--- config.mk ---
export PLATFORM = sky130hd
export DESIGN_NAME = cpm_cache_policy
export DESIGN_NICKNAME = d
export VERILOG_FILES = /design/src/verilog/cpm_pkg.sv /design/src/verilog/cpm_cache_policy.sv
export SDC_FILE = /design/constraint.sdc
export NUM_CORES = 2
export LEC_CHECK = 0
export ABC_CLOCK_PERIOD_IN_PS = 6100
export BUFFER_PORTS_ARGS = -buffer_cell sky130_fd_sc_hd__buf_4
export CORE_UTILIZATION = 35
export DETAILED_ROUTE_END_ITERATION = 16
export SYNTH_ARGS = -nofsm -noshare
export SYNTH_HDL_FRONTEND = slang
export SYNTH_SLANG_ARGS = --single-unit
--- constraint.sdc ---
create_clock -name clk -period 6.1 [get_ports clk]
set_clock_uncertainty 0.1 [all_clocks]
set_input_delay 0.61 -clock clk [delete_from_list [all_inputs] [get_ports clk]]
set_output_delay 0.61 -clock clk [all_outputs]
set_load 0.05 [all_outputs]
--- src/verilog/cpm_pkg.sv ---
/*
 * cpm_pkg: constants and carrier types for the cache policy and line
 * state controller (register map, field layout, line states, requests).
 * Assumes a 32-bit Avalon-MM slave port and a four-way set layout.
 */
package cpm_pkg;

	localparam int WAYS = 4;
	localparam int ADDR_W = 4;

	// register byte offsets
	localparam logic [3:0] CTRL_OFFSET   = 4'h0;
	localparam logic [3:0] STATUS_OFFSET = 4'h4;

	// control register fields
	localparam int CTRL_COHERENT_BIT  = 0;
	localparam int CTRL_BYTE_ORDER    = 1;
	localparam int CTRL_INVALIDATE    = 2;
	localparam int CTRL_RC_LSB        = 4;
	localparam int CTRL_RB_LSB        = 8;
	localparam logic [31:0] CTRL_RESET = 32'h0000_0001;

	// status register fields
	localparam int STAT_RAND_LSB   = 0;
	localparam int STAT_VICTIM_LSB = 8;
	localparam int STAT_BUSY_BIT   = 12;

	localparam logic [7:0] RAND_RESET = 8'h00;

	typedef enum logic [1:0] {LINE_I, LINE_S, LINE_E, LINE_M} cpm_mesi_type;
	typedef enum logic [1:0] {ACC_READ, ACC_WRITE, ACC_IFETCH} cpm_kind_type;

	typedef struct packed {
		cpm_kind_type kind;
		logic [7:0]   set;
		logic [15:0]  vtag;
		logic [15:0]  ptag;
		logic         page_write_through_bit;
		logic         cacheable;
	} cpm_req_type;

	typedef struct packed {
		logic         done;
		logic         hit;
		logic         bus_write;
		logic         allocate;
		logic         writeback;
		logic [1:0]   way;
		cpm_mesi_type state;
	} cpm_resp_type;

	typedef struct packed {
		logic        valid;
		logic [7:0]  set;
		logic [15:0] ptag;
		logic        invalidate;
	} cpm_inq_type;

endpackage
--- src/verilog/cpm_cache_policy.sv ---
/*
 * cpm_cache_policy: per-line update policy, way replacement and line
 * state keeping for a four-way data cache and instruction cache.
 * Assumes one 100 MHz clock, inputs synchronous to it, and an external
 * bus that returns fill strobes and inquiry cycles.
 */
// The Avalon-MM register port and the register addresses were chosen for this implementation.
// How it works
// - cached data keeps memory byte order; byte order bit has no effect here
// - write-back: write hits stay in cache until replaced or flushed
// - write-through: write hit updates the line and goes to the bus
// - simple variant: page write-through bit makes the page uncacheable
// - coherent variant: line policy pin picks write-back or write-through
// - page write-through bit forces write-through whatever the pin says
// - write-once: first write goes to bus, later writes are write-back
// - simple variant: one valid bit per virtual tag, duplicates allowed
// - coherent variant: shared valid bit, fetch on every virtual miss
// - coherent fetch with physical hit overwrites that same line
// - simple variant: victim way chosen pseudorandomly
// - coherent variant: lowest invalid way first, else pseudorandom
// - hardware reset clears the replacement counters
// - invalidate-all control clears lines and replacement counters
// - nonzero replacement control uses the replacement way field
// - data lines use four states, instruction lines only shared/invalid
// - M/E write stays off bus; S goes to bus too; I only to bus
// - M stale memory sole copy; E clean sole; S clean maybe shared
// - inquiry cycles update the matching data line state
// - only cacheable read misses and any instruction fetch miss allocate; store misses go to the bus
// - data fill ends shared if coherent and pin low at strobe, otherwise exclusive
// - write-through on shared line moves to exclusive when pin high
// - write hit on E gives M; replacement write-back of M gives I
`timescale 1ns/100ps
module cpm_cache_policy #(
	parameter int SET_W = 2,
	parameter int TAG_W = 16
) (
	input  wire logic                 clk,                 // 100 MHz
	input  wire logic                 reset_n,             // async, low
	input  wire logic [3:0]           avs_address,         // byte address
	input  wire logic                 avs_read,            // read request
	input  wire logic                 avs_write,           // write request
	input  wire logic [31:0]          avs_writedata,       // write data
	output logic [31:0]               avs_readdata,        // read data
	output logic                      avs_waitrequest,     // stall
	input  wire logic                 req_valid,           // core access
	input  wire cpm_pkg::cpm_req_type req,                 // access info
	output logic                      req_ready,           // take access
	output cpm_pkg::cpm_resp_type     resp,                // decision
	input  wire logic                 line_policy_pin,     // high = WB
	input  wire logic                 next_address_strobe, // bus strobe
	input  wire logic                 burst_ready_strobe,  // bus strobe
	input  wire cpm_pkg::cpm_inq_type inq,                 // inquiry
	output logic                      inq_hit_modified     // snoop hit M
);
	typedef enum {ST_IDLE, ST_FILL, ST_WT} cpm_fsm_type;

	logic [1:0]            rst_sync;
	logic                  rst_n;
	logic [31:0]           ctrl;
	logic                  inval_pulse;
	logic                  bus_ack;
	logic [7:0]            rnd_cnt;
	logic [1:0]            last_victim;
	cpm_fsm_type           fsm;
	cpm_pkg::cpm_mesi_type dstate [2**SET_W][cpm_pkg::WAYS];
	logic [TAG_W-1:0]      dvtag  [2**SET_W][cpm_pkg::WAYS];
	logic [TAG_W-1:0]      dptag  [2**SET_W][cpm_pkg::WAYS];
	logic                  ivalid [2**SET_W][cpm_pkg::WAYS];
	logic [TAG_W-1:0]      ivtag  [2**SET_W][cpm_pkg::WAYS];
	logic [TAG_W-1:0]      iptag  [2**SET_W][cpm_pkg::WAYS];
	logic [SET_W-1:0]      set;
	logic [SET_W-1:0]      fill_set;
	logic [1:0]            fill_way;
	logic                  fill_instr;
	logic [TAG_W-1:0]      fill_vtag;
	logic [TAG_W-1:0]      fill_ptag;
	logic [1:0]            wt_way;
	logic [3:0]            d_hit;
	logic [3:0]            d_valid;
	logic [3:0]            i_hit;
	logic [3:0]            i_phit;
	logic [3:0]            i_valid;
	logic                  coherent;
	logic [1:0]            rc;
	logic [1:0]            rb;
	logic                  take;
	logic                  strobe;

	// reset release
	always_ff @(posedge clk or negedge reset_n)
	begin
		if (!reset_n)
			rst_sync <= 2'h0;
		else
			rst_sync <= {rst_sync[0], 1'b1};
	end
	assign rst_n = rst_sync[1];

	// one-hot hit vector to way number
	function automatic logic [1:0] way_of(input logic [3:0] v);
		way_of = 2'h0;
		for (int w = cpm_pkg::WAYS - 1; w >= 0; w--)
			if (v[w])
				way_of = w[1:0];
	endfunction

	// victim choice shared by both caches
	function automatic logic [1:0] pick_way(
		input logic [3:0] valid,
		input logic       coh,
		input logic [1:0] rctl,
		input logic [1:0] rway,
		input logic [7:0] cnt
	);
		if (rctl != 2'h0)
			pick_way = rway;
		else if (coh && (valid != 4'hf))
			pick_way = way_of(~valid);
		else
			pick_way = cnt[1:0] ^ cnt[5:4];
	endfunction

	assign coherent = ctrl[cpm_pkg::CTRL_COHERENT_BIT];
	assign rc       = ctrl[cpm_pkg::CTRL_RC_LSB +: 2];
	assign rb       = ctrl[cpm_pkg::CTRL_RB_LSB +: 2];
	assign set      = req.set[SET_W-1:0];
	assign strobe   = next_address_strobe | burst_ready_strobe;
	assign req_ready = (fsm == ST_IDLE) && !inval_pulse;
	assign take     = req_valid && req_ready;

	always_comb
	begin
		for (int w = 0; w < cpm_pkg::WAYS; w++)
		begin
			d_valid[w] = dstate[set][w] != cpm_pkg::LINE_I;
			d_hit[w]   = d_valid[w] && dvtag[set][w] == req.vtag[TAG_W-1:0];
			i_valid[w] = ivalid[set][w];
			i_hit[w]   = i_valid[w] && ivtag[set][w] == req.vtag[TAG_W-1:0];
			i_phit[w]  = i_valid[w] && iptag[set][w] == req.ptag[TAG_W-1:0];
		end
	end

	// register slave, one wait state on every access
	assign avs_waitrequest = (avs_read || avs_write) && !bus_ack;

	always_ff @(posedge clk or negedge rst_n)
	begin
		if (!rst_n)
			bus_ack <= 1'b0;
		else
			bus_ack <= (avs_read || avs_write) && !bus_ack;
	end

	// byte order bit is stored for software only; cache data is never swapped
	always_ff @(posedge clk or negedge rst_n)
	begin
		if (!rst_n)
			ctrl <= cpm_pkg::CTRL_RESET;
		else if (avs_write && bus_ack && avs_address == cpm_pkg::CTRL_OFFSET)
		begin
			ctrl <= avs_writedata;
			ctrl[cpm_pkg::CTRL_INVALIDATE] <= 1'b0;
		end
	end

	always_ff @(posedge clk or negedge rst_n)
	begin
		if (!rst_n)
			inval_pulse <= 1'b0;
		else
			inval_pulse <= avs_write && bus_ack
				&& avs_address == cpm_pkg::CTRL_OFFSET
				&& avs_writedata[cpm_pkg::CTRL_INVALIDATE];
	end

	always_ff @(posedge clk or negedge rst_n)
	begin
		if (!rst_n)
			avs_readdata <= 32'h0;
		else if (avs_read && !bus_ack)
			unique case (avs_address)
				cpm_pkg::CTRL_OFFSET:   avs_readdata <= ctrl;
				cpm_pkg::STATUS_OFFSET: avs_readdata <= {19'h0,
					fsm != ST_IDLE, 2'h0, last_victim, rnd_cnt};
				default:                avs_readdata <= 32'h0;
			endcase
	end

	// free-running replacement counter; zero gives a repeatable sequence
	always_ff @(posedge clk or negedge rst_n)
	begin
		if (!rst_n)
			rnd_cnt <= cpm_pkg::RAND_RESET;
		else if (inval_pulse)
			rnd_cnt <= cpm_pkg::RAND_RESET;
		else
			rnd_cnt <= rnd_cnt + 8'h01;
	end

	// access decisions and the small fill / write-through sequencer
	always_ff @(posedge clk or negedge rst_n)
	begin
		if (!rst_n)
		begin
			fsm         <= ST_IDLE;
			resp        <= '0;
			fill_set    <= '0;
			fill_way    <= 2'h0;
			fill_instr  <= 1'b0;
			fill_vtag   <= '0;
			fill_ptag   <= '0;
			wt_way      <= 2'h0;
			last_victim <= 2'h0;
		end
		else
		begin
			resp.done      <= 1'b0;
			resp.writeback <= 1'b0;
			unique case (fsm)
				ST_IDLE:
					if (take)
					begin
						resp.bus_write <= 1'b0;
						resp.allocate  <= 1'b0;
						fill_set  <= set;
						fill_vtag <= req.vtag[TAG_W-1:0];
						fill_ptag <= req.ptag[TAG_W-1:0];
						unique case (req.kind)
							cpm_pkg::ACC_IFETCH:
								if (|i_hit)
								begin
									resp.done  <= 1'b1;
									resp.hit   <= 1'b1;
									resp.way   <= way_of(i_hit);
									resp.state <= cpm_pkg::LINE_S;
								end
								else
								begin
									// coherent: physical hit is refilled in place
									fill_way <= (coherent && |i_phit) ? way_of(i_phit)
										: pick_way(i_valid, coherent, rc, rb, rnd_cnt);
									last_victim <= (coherent && |i_phit) ? way_of(i_phit)
										: pick_way(i_valid, coherent, rc, rb, rnd_cnt);
									fill_instr <= 1'b1;
									resp.hit   <= 1'b0;
									fsm        <= ST_FILL;
								end
							cpm_pkg::ACC_READ:
								if (|d_hit)
								begin
									resp.done  <= 1'b1;
									resp.hit   <= 1'b1;
									resp.way   <= way_of(d_hit);
									resp.state <= dstate[set][way_of(d_hit)];
								end
								else if (req.cacheable && (coherent
									|| !req.page_write_through_bit))
								begin
									fill_way <= pick_way(d_valid, coherent, rc, rb, rnd_cnt);
									last_victim <= pick_way(d_valid, coherent, rc, rb,
										rnd_cnt);
									resp.writeback <= dstate[set][pick_way(d_valid,
										coherent, rc, rb, rnd_cnt)] == cpm_pkg::LINE_M;
									fill_instr <= 1'b0;
									resp.hit   <= 1'b0;
									fsm        <= ST_FILL;
								end
								else
								begin
									resp.done  <= 1'b1;
									resp.hit   <= 1'b0;
									resp.state <= cpm_pkg::LINE_I;
								end
							default:
								if (!(|d_hit))
								begin
									// store miss: posted to the bus, no allocation
									resp.done      <= 1'b1;
									resp.hit       <= 1'b0;
									resp.bus_write <= 1'b1;
									resp.state     <= cpm_pkg::LINE_I;
								end
								else
								begin
									resp.hit <= 1'b1;
									resp.way <= way_of(d_hit);
									if (!coherent)
									begin
										resp.done      <= 1'b1;
										resp.bus_write <= req.page_write_through_bit;
										resp.state     <= req.page_write_through_bit
											? dstate[set][way_of(d_hit)] : cpm_pkg::LINE_M;
									end
									else if (dstate[set][way_of(d_hit)] == cpm_pkg::LINE_S)
									begin
										// write-once: first write reaches the bus
										resp.bus_write <= 1'b1;
										wt_way <= way_of(d_hit);
										fsm    <= ST_WT;
									end
									else
									begin
										resp.done      <= 1'b1;
										resp.bus_write <= req.page_write_through_bit;
										resp.state     <= req.page_write_through_bit
											? dstate[set][way_of(d_hit)] : cpm_pkg::LINE_M;
									end
								end
						endcase
					end
				ST_FILL:
					if (strobe)
					begin
						resp.done     <= 1'b1;
						resp.allocate <= 1'b1;
						resp.way      <= fill_way;
						resp.state    <= (fill_instr
							|| (coherent && !line_policy_pin))
							? cpm_pkg::LINE_S : cpm_pkg::LINE_E;
						fsm <= ST_IDLE;
					end
				ST_WT:
					if (burst_ready_strobe)
					begin
						resp.done  <= 1'b1;
						resp.way   <= wt_way;
						resp.state <= line_policy_pin ? cpm_pkg::LINE_E
							: cpm_pkg::LINE_S;
						fsm <= ST_IDLE;
					end
			endcase
		end
	end

	// line state array: reset, invalidate-all, inquiry, then core updates
	always_ff @(posedge clk or negedge rst_n)
	begin
		if (!rst_n)
		begin
			for (int s = 0; s < 2**SET_W; s++)
				for (int w = 0; w < cpm_pkg::WAYS; w++)
				begin
					dstate[s][w] <= cpm_pkg::LINE_I;
					ivalid[s][w] <= 1'b0;
				end
		end
		else if (inval_pulse)
		begin
			for (int s = 0; s < 2**SET_W; s++)
				for (int w = 0; w < cpm_pkg::WAYS; w++)
				begin
					dstate[s][w] <= cpm_pkg::LINE_I;
					ivalid[s][w] <= 1'b0;
				end
		end
		else
		begin
			if (inq.valid)
				for (int w = 0; w < cpm_pkg::WAYS; w++)
					if (dstate[inq.set[SET_W-1:0]][w] != cpm_pkg::LINE_I
						&& dptag[inq.set[SET_W-1:0]][w] == inq.ptag[TAG_W-1:0])
					begin
						// another holder may now exist: no sole copy left
						dstate[inq.set[SET_W-1:0]][w] <= inq.invalidate
							? cpm_pkg::LINE_I : cpm_pkg::LINE_S;
						if (inq.invalidate)
							ivalid[inq.set[SET_W-1:0]][w] <= 1'b0;
					end
			if (take && req.kind == cpm_pkg::ACC_WRITE && |d_hit && !coherent
				&& !req.page_write_through_bit)
				dstate[set][way_of(d_hit)] <= cpm_pkg::LINE_M;
			if (take && req.kind == cpm_pkg::ACC_WRITE && |d_hit && coherent
				&& !req.page_write_through_bit
				&& dstate[set][way_of(d_hit)] == cpm_pkg::LINE_E)
				dstate[set][way_of(d_hit)] <= cpm_pkg::LINE_M;
			if (take && req.kind == cpm_pkg::ACC_READ && !(|d_hit)
				&& req.cacheable && (coherent || !req.page_write_through_bit))
				dstate[set][pick_way(d_valid, coherent, rc, rb, rnd_cnt)]
					<= cpm_pkg::LINE_I;
			if (take && req.kind == cpm_pkg::ACC_IFETCH && !(|i_hit))
				ivalid[set][(coherent && |i_phit) ? way_of(i_phit)
					: pick_way(i_valid, coherent, rc, rb, rnd_cnt)] <= 1'b0;
			if (fsm == ST_FILL && strobe && fill_instr)
				ivalid[fill_set][fill_way] <= 1'b1;
			if (fsm == ST_FILL && strobe && !fill_instr)
				dstate[fill_set][fill_way] <= (coherent && !line_policy_pin)
					? cpm_pkg::LINE_S : cpm_pkg::LINE_E;
			if (fsm == ST_WT && burst_ready_strobe && line_policy_pin)
				dstate[fill_set][wt_way] <= cpm_pkg::LINE_E;
		end
	end

	// tags carry no reset: a line is only looked at while its state is valid
	always_ff @(posedge clk)
	begin
		if (fsm == ST_FILL && strobe && fill_instr)
		begin
			ivtag[fill_set][fill_way] <= fill_vtag;
			iptag[fill_set][fill_way] <= fill_ptag;
		end
		if (fsm == ST_FILL && strobe && !fill_instr)
		begin
			dvtag[fill_set][fill_way] <= fill_vtag;
			dptag[fill_set][fill_way] <= fill_ptag;
		end
	end

	always_ff @(posedge clk or negedge rst_n)
	begin
		if (!rst_n)
			inq_hit_modified <= 1'b0;
		else
		begin
			inq_hit_modified <= 1'b0;
			if (inq.valid)
				for (int w = 0; w < cpm_pkg::WAYS; w++)
					if (dstate[inq.set[SET_W-1:0]][w] == cpm_pkg::LINE_M
						&& dptag[inq.set[SET_W-1:0]][w] == inq.ptag[TAG_W-1:0])
						inq_hit_modified <= 1'b1;
		end
	end
endmodule

======== After elaboration in Yosys (flattened, before gate mapping) ========
Memories as Yosys holds them, arrays and structs flattened.
Index checks and enable logic that the tools add are counted.
cells by class
  $add $sub $neg .......................... 1
  $lt $le $gt $ge ......................... 24
  eq/ne operators ......................... 47
  multiplexer cells ....................... 247
  bitwise operators ....................... 38
  reduce and logical (&&, ||, !) cells .... 97
operators with widths
  cell                 count
  $mux 32              31
  $mux 16              21
  $eq 16x16->1         16
  $mux 2               94
  $bwmux 32            5
  $demux 8 s2          9
  $mux 64              2
  $pmux 32 s2          2
  $and 16x16->16       6
  $not 16->16          6
  $pmux 32 s3          1
  $mux 8               11
  $eq 32x2->1 const B  2
  $logic_not 32->1     2
  $or 32x32->32        2
  $logic_and 1x1->1    59
  $demux 4 s2          6
  $ge 3x3->1 const B   15
  $not 2->3            15
  $mux 4               9
  $and 32x32->32       1
  $bmux 8 s2           2
  $demux 16 s2         1
  $eq 32x1->1 const B  1
  other kinds (42)     135
storage, ports and cells
  flip-flop bits (word level) ............. 204
  RAM bits ................................ 1,024
  output and inout bits ................... 44
  memories ................................ 4
memory list
  memory  words  bits a word  rd ports  clocked after Yosys merged registers in  write ports  RTL line                RTL
  dptag   4      64           1         0                                        1            cpm_cache_policy.sv:67  logic [TAG_W-1:0] dptag [2**SET_W][cpm_pkg::WAYS];
  dvtag   4      64           1         0                                        1            cpm_cache_policy.sv:66  logic [TAG_W-1:0] dvtag [2**SET_W][cpm_pkg::WAYS];
  iptag   4      64           1         0                                        1            cpm_cache_policy.sv:70  logic [TAG_W-1:0] iptag [2**SET_W][cpm_pkg::WAYS];
  ivtag   4      64           1         0                                        1            cpm_cache_policy.sv:69  logic [TAG_W-1:0] ivtag [2**SET_W][cpm_pkg::WAYS];

======== Logic depth before layout (Yosys ltp) ========
  word-level depth ........................ 38
  gate-level depth with buffers ........... 18
  gate-level depth less buffers ........... 11

======== Least setup slack after synthesis ========
No wires, ideal clock.
  kind .................................... input to register
  start ................................... input port req[35] (netlist name)
  end ..................................... register resp[1] (netlist name)
  library setup time ...................... 0.125 ns
  data arrival time ....................... 4.173 ns
  path slack .............................. 1.702 ns
  cell stages on the path ................. 15
  cells stage by stage .................... buf_2 -> buf_4 -> buf_2 -> buf_2 -> buf_1 -> buf_1 -> mux4_2 -> xnor2_1 -> nand3_1 -> or4_1 -> nand4_1 -> nor2_1 -> a21o_1 -> a21oi_1 -> mux2_2
on the way
  cells in the longest elaborated chain, start to end .. 27
ends and longest elaborated chain
  what                                                                   RTL line                RTL
  from (decl)                                                            cpm_cache_policy.sv:46  input wire cpm_pkg::cpm_req_type req,
  parallel branches: the longest is 27 deep, another holds $mem_v2 4x64  --
  to (decl)                                                              cpm_cache_policy.sv:48  output cpm_pkg::cpm_resp_type resp,
Parallel ways; which one is timed is not known. The select of a mux whose other input is x is not followed.
A chain may end at the register's enable or synchronous reset.

======== Final worst setup path ========
  start ................................... input port req[34] (netlist name)
  end ..................................... register dstate[31] (netlist name)
on the way
  cells in the longest elaborated chain, start to end .. 34
ends and longest elaborated chain
  what                                                                   RTL line                 RTL
  parallel branches: the longest is 26 deep, another holds $mem_v2 4x64  --
  $mux 32 *                                                              cpm_cache_policy.sv:376  if (take && req.kind == cpm_pkg::ACC_READ && !(|d_hit)
  $mux 32 *                                                              cpm_cache_policy.sv:347  else if (inval_pulse)
  $bwmux 32                                                              cpm_cache_policy.sv:386  dstate[fill_set][fill_way] <= (coherent && !line_policy_pin)
  $mux 32 *                                                              cpm_cache_policy.sv:385  if (fsm == ST_FILL && strobe && !fill_instr)
  $mux 32 *                                                              cpm_cache_policy.sv:347
  $or 16x16->16 (no source line)                                         --
  $mux 32 *                                                              cpm_cache_policy.sv:388  if (fsm == ST_WT && burst_ready_strobe && line_policy_pin)
  $mux 32 *                                                              cpm_cache_policy.sv:347
  to (signal, indexed assignment)                                        cpm_cache_policy.sv:352  dstate[s][w] <= cpm_pkg::LINE_I;
  to (signal, indexed assignment)                                        cpm_cache_policy.sv:386
  to (signal, indexed assignment)                                        cpm_cache_policy.sv:389  dstate[fill_set][wt_way] <= cpm_pkg::LINE_E;
  to (decl)                                                              cpm_cache_policy.sv:65   cpm_pkg::cpm_mesi_type dstate [2**SET_W][cpm_pkg::WAYS];
Mark *: on every way between the ends. The select of a mux whose other input is x is not followed.

==> key figures <==
Run status
  • Status: finished, violations left
  • Failing checks: DRC

Floorplanning
  • Initial Util: 0.3527
  • Die H: 379.5 microns
  • IO Pins: 158
  • Die Footprint: 144,000 sq um
  • Die X-Extent: 379.5 microns
  • Placeable Area: 141,400 sq um
  • Site row count: 138

Timing
  • Fin. Hold Viols: 0
  • Final Max Tran Viols: 0
  • Unrepaired setup endpoints after global routing: no
  • Setup Viol. Count Final: 0
  • Post-route clock period utilization: 0.7372
  • Setup TNS: 0 ps
  • Fmax: 0.2224 GHz
  • Final period demand of the worst path: 4497 ps
  • Slew headroom: 0.1940
  • Worst-Margin Slew: 1209 ps

Logic synthesis
  • Cell taking the most area after synthesis: edfxtp_1
  • Mapped cell area: 49,870 sq um
  • EDFF count, synth: 1,024
  • Post-synth top cells: edfxtp_1, mux4_2, xnor2_1
  • Predominant post-synthesis flop cell: edfxtp_1
  • Synth area leaders: edfxtp_1, mux4_2, dfrtp_1, xnor2_1, nand2_1
  • Post-synth cell types: 82
  • Most common cell in the synthesized netlist: edfxtp_1
  • Syn_area_per_cell: 17.03 sq um
  • Post-synth top area share: 0.6166
  • Yosys reg bits: 1,198
  • Fraction of registers with async set/reset: 0.1452
  • Sequential share of the synthesized area: 0.7039
  • Number of synthesis warnings: 0
  • Synth Net Count: 3,047
  • Cells after Synth: 2,929

Worst setup path
  • Type of origin of the critical path: input port
  • Max FO, Critical Path: 80
  • Worst setup path category: input port to register
  • CP arrival: 4990 ps
  • R2R setup slack: 1890 ps
  • Crit. End Element: register
  • Crit path required time: 6590 ps

Layout
  • Final net count: 3,269
  • Area Overhead vs Synth: 16.16%
  • FILL cells: 12,680
  • Layout cells sized above 1: 0.2310
  • Finished Cell Area: 57,930 sq um

Global route
  • Antenna violations before repair: 11
  • GRT Util Overall: 0.1832
  • Largest net degree at the start of global routing: 163
  • Vias in the first global route: 27,660
  • Grt ovf: 0
  • First-pass GRT wire length: 191.5 mm

Clocking
  • CTS tree: yes
  • CTS Buf Count: 117
  • Root Buffer: clkbuf_16
  • Clock Latency Late Sink: 750 ps
  • Clock transition at the registers of the reported paths: 70 ps
  • Clock Sinks: 1,198
  • Htree depth: 3
  • Cts repair resizes: 0
  • Maximum buffer depth of the clock tree: 3
  • Total setup buffers inserted after CTS: 0

Place
  • # port buffers: 145
  • Placed cell areas: 53,570 sq um
  • Gpl congestion: 0.8723
  • Post-DP HPWL: 78.92 mm

Routing
  • Drt via density: 5.334
  • Initial DRC Count: 2,604
  • ANT nets after route: 0
  • Drt first pass iters: 11
  • Vias: 27,460
  • Drt total wl: 131.1 mm
  • DRC: 2
  • Wirelength per Cell: 25.47 microns

Hold path
  • Worst Hold Class: register to asynchronous set/reset pin

Pwr
  • Leakage power: 19.16 nW
  • Power Density: 377.3 nW/um^2
  • Worst-case vdd ir drop: 0.2517 mV

Job
  • Maxcap violations: 0
## registers in the layout, summed over array words and instances, names as in the netlist, 31 cells and up
| signal | count |
|---|---|
| ctrl | 31 |
| iptag | 256 |
| dptag | 256 |
| dstate | 32 |
| avs_readdata | 32 |
| ivtag | 256 |
| dvtag | 256 |
## kinds of logic (layout without fill, tap and decap cells)
logic type	count (synthesis)	after routing	share of synthesized area
other	1	4	0.00007520
buffers and inverters	203	529	0.01831
multiplexers	331	331	0.1320
flip-flops	1198	1198	0.7039
XOR/XNOR	269	269	0.04724
adder cells (fa/ha/maj)	4	4	0.001004
AND/OR/NAND/NOR	642	642	0.06124
AO/OA/AOI/OAI	281	281	0.03623
## per-layer routing
layer,up-vias,share of wire,GRT usage
li1,11870,-,-
met4,10,0.023,0.05318
met2,974,0.48,0.2990
met5,-,0.00054,0
met3,192,0.073,0.03512
met1,14410,0.42,0.2484
## final cells by class
type	instances	area [sq um]	area share
sequential	1198	35110	0.6061
multi-input combinational	1528	14080	0.2431
clock buffer	155	3120	0.05387
tap	1890	2365	0.04082
timing repair buffer	278	2317	0.04000
clock inverter	68	822.0	0.01419
inverter	28	105.1	0.001814
antenna	3	7.507	0.0001296
## placed cells by master, fill, tap and decap left out, types with 34 or more instances in the layout
master / count
edfxtp_1: 1024
mux4_2: 258
xnor2_1: 235
nand2_1: 230
buf_4: 226
dfrtp_1: 171
clkbuf_16: 117
nor2_1: 109
nand3_1: 77
o21ai_0: 70
a21oi_1: 70
nand4_1: 54
mux2i_1: 41
dlygate4sd3_1: 41
a211oi_1: 37
xor2_1: 34
## repair_timing
item,4_1_cts,5_1_grt
hold buffers,41,0
hold endpoints to repair,42,0
setup endpoints to repair,0,0
## report_power, final
group          total (mW)  switching, mW  internal, mW
combinational        3.09           2.06          1.03
sequential           11.4          0.969          10.4
clock                7.40           3.15          4.26
## critical path: stages
cell	delay (ps)
buf_8	700
buf_4	380
mux4_2	540
xnor2_1	140
nand4_1	140
nor4_1	80
buf_4	170
and2_1	190
buf_4	150
nand4bb_1	310
nor4_1	940
nand2_1	170
a41oi_1	260
o22ai_1	100
## worst paths after layout
kind | startpoint | end | cells past startpoint
worst max-delay path | req[34] | dstate[31] | 14
min in group clk | avs_write | bus_ack | 3
worst min-delay path | rst_sync[1] | inq_hit_modified | 0
worst max register to register | fsm[1] | dstate[31] | 12
max in group asynchronous | rst_sync[1] | fill_vtag[7] | 1
worst min register to register | rst_sync[1] | inq_hit_modified | 0
## per-stage QoR
step                      std cells  hold slack (ps)    util  setup WS (ps)  power (mW)
after floorplan                2929            214.4       -          794.3       12.91
after global placement         4881            64.46  0.3788          831.8       14.49
after detailed placement       4881            62.23  0.3788          807.9       14.59
after CTS                      5145            2.128  0.4096           1608       22.01
after global routing           5146            71.95  0.4096           1292       22.65
final                          5148            58.11  0.4096           1603       21.86
Power figures use the tool's default switching activity.
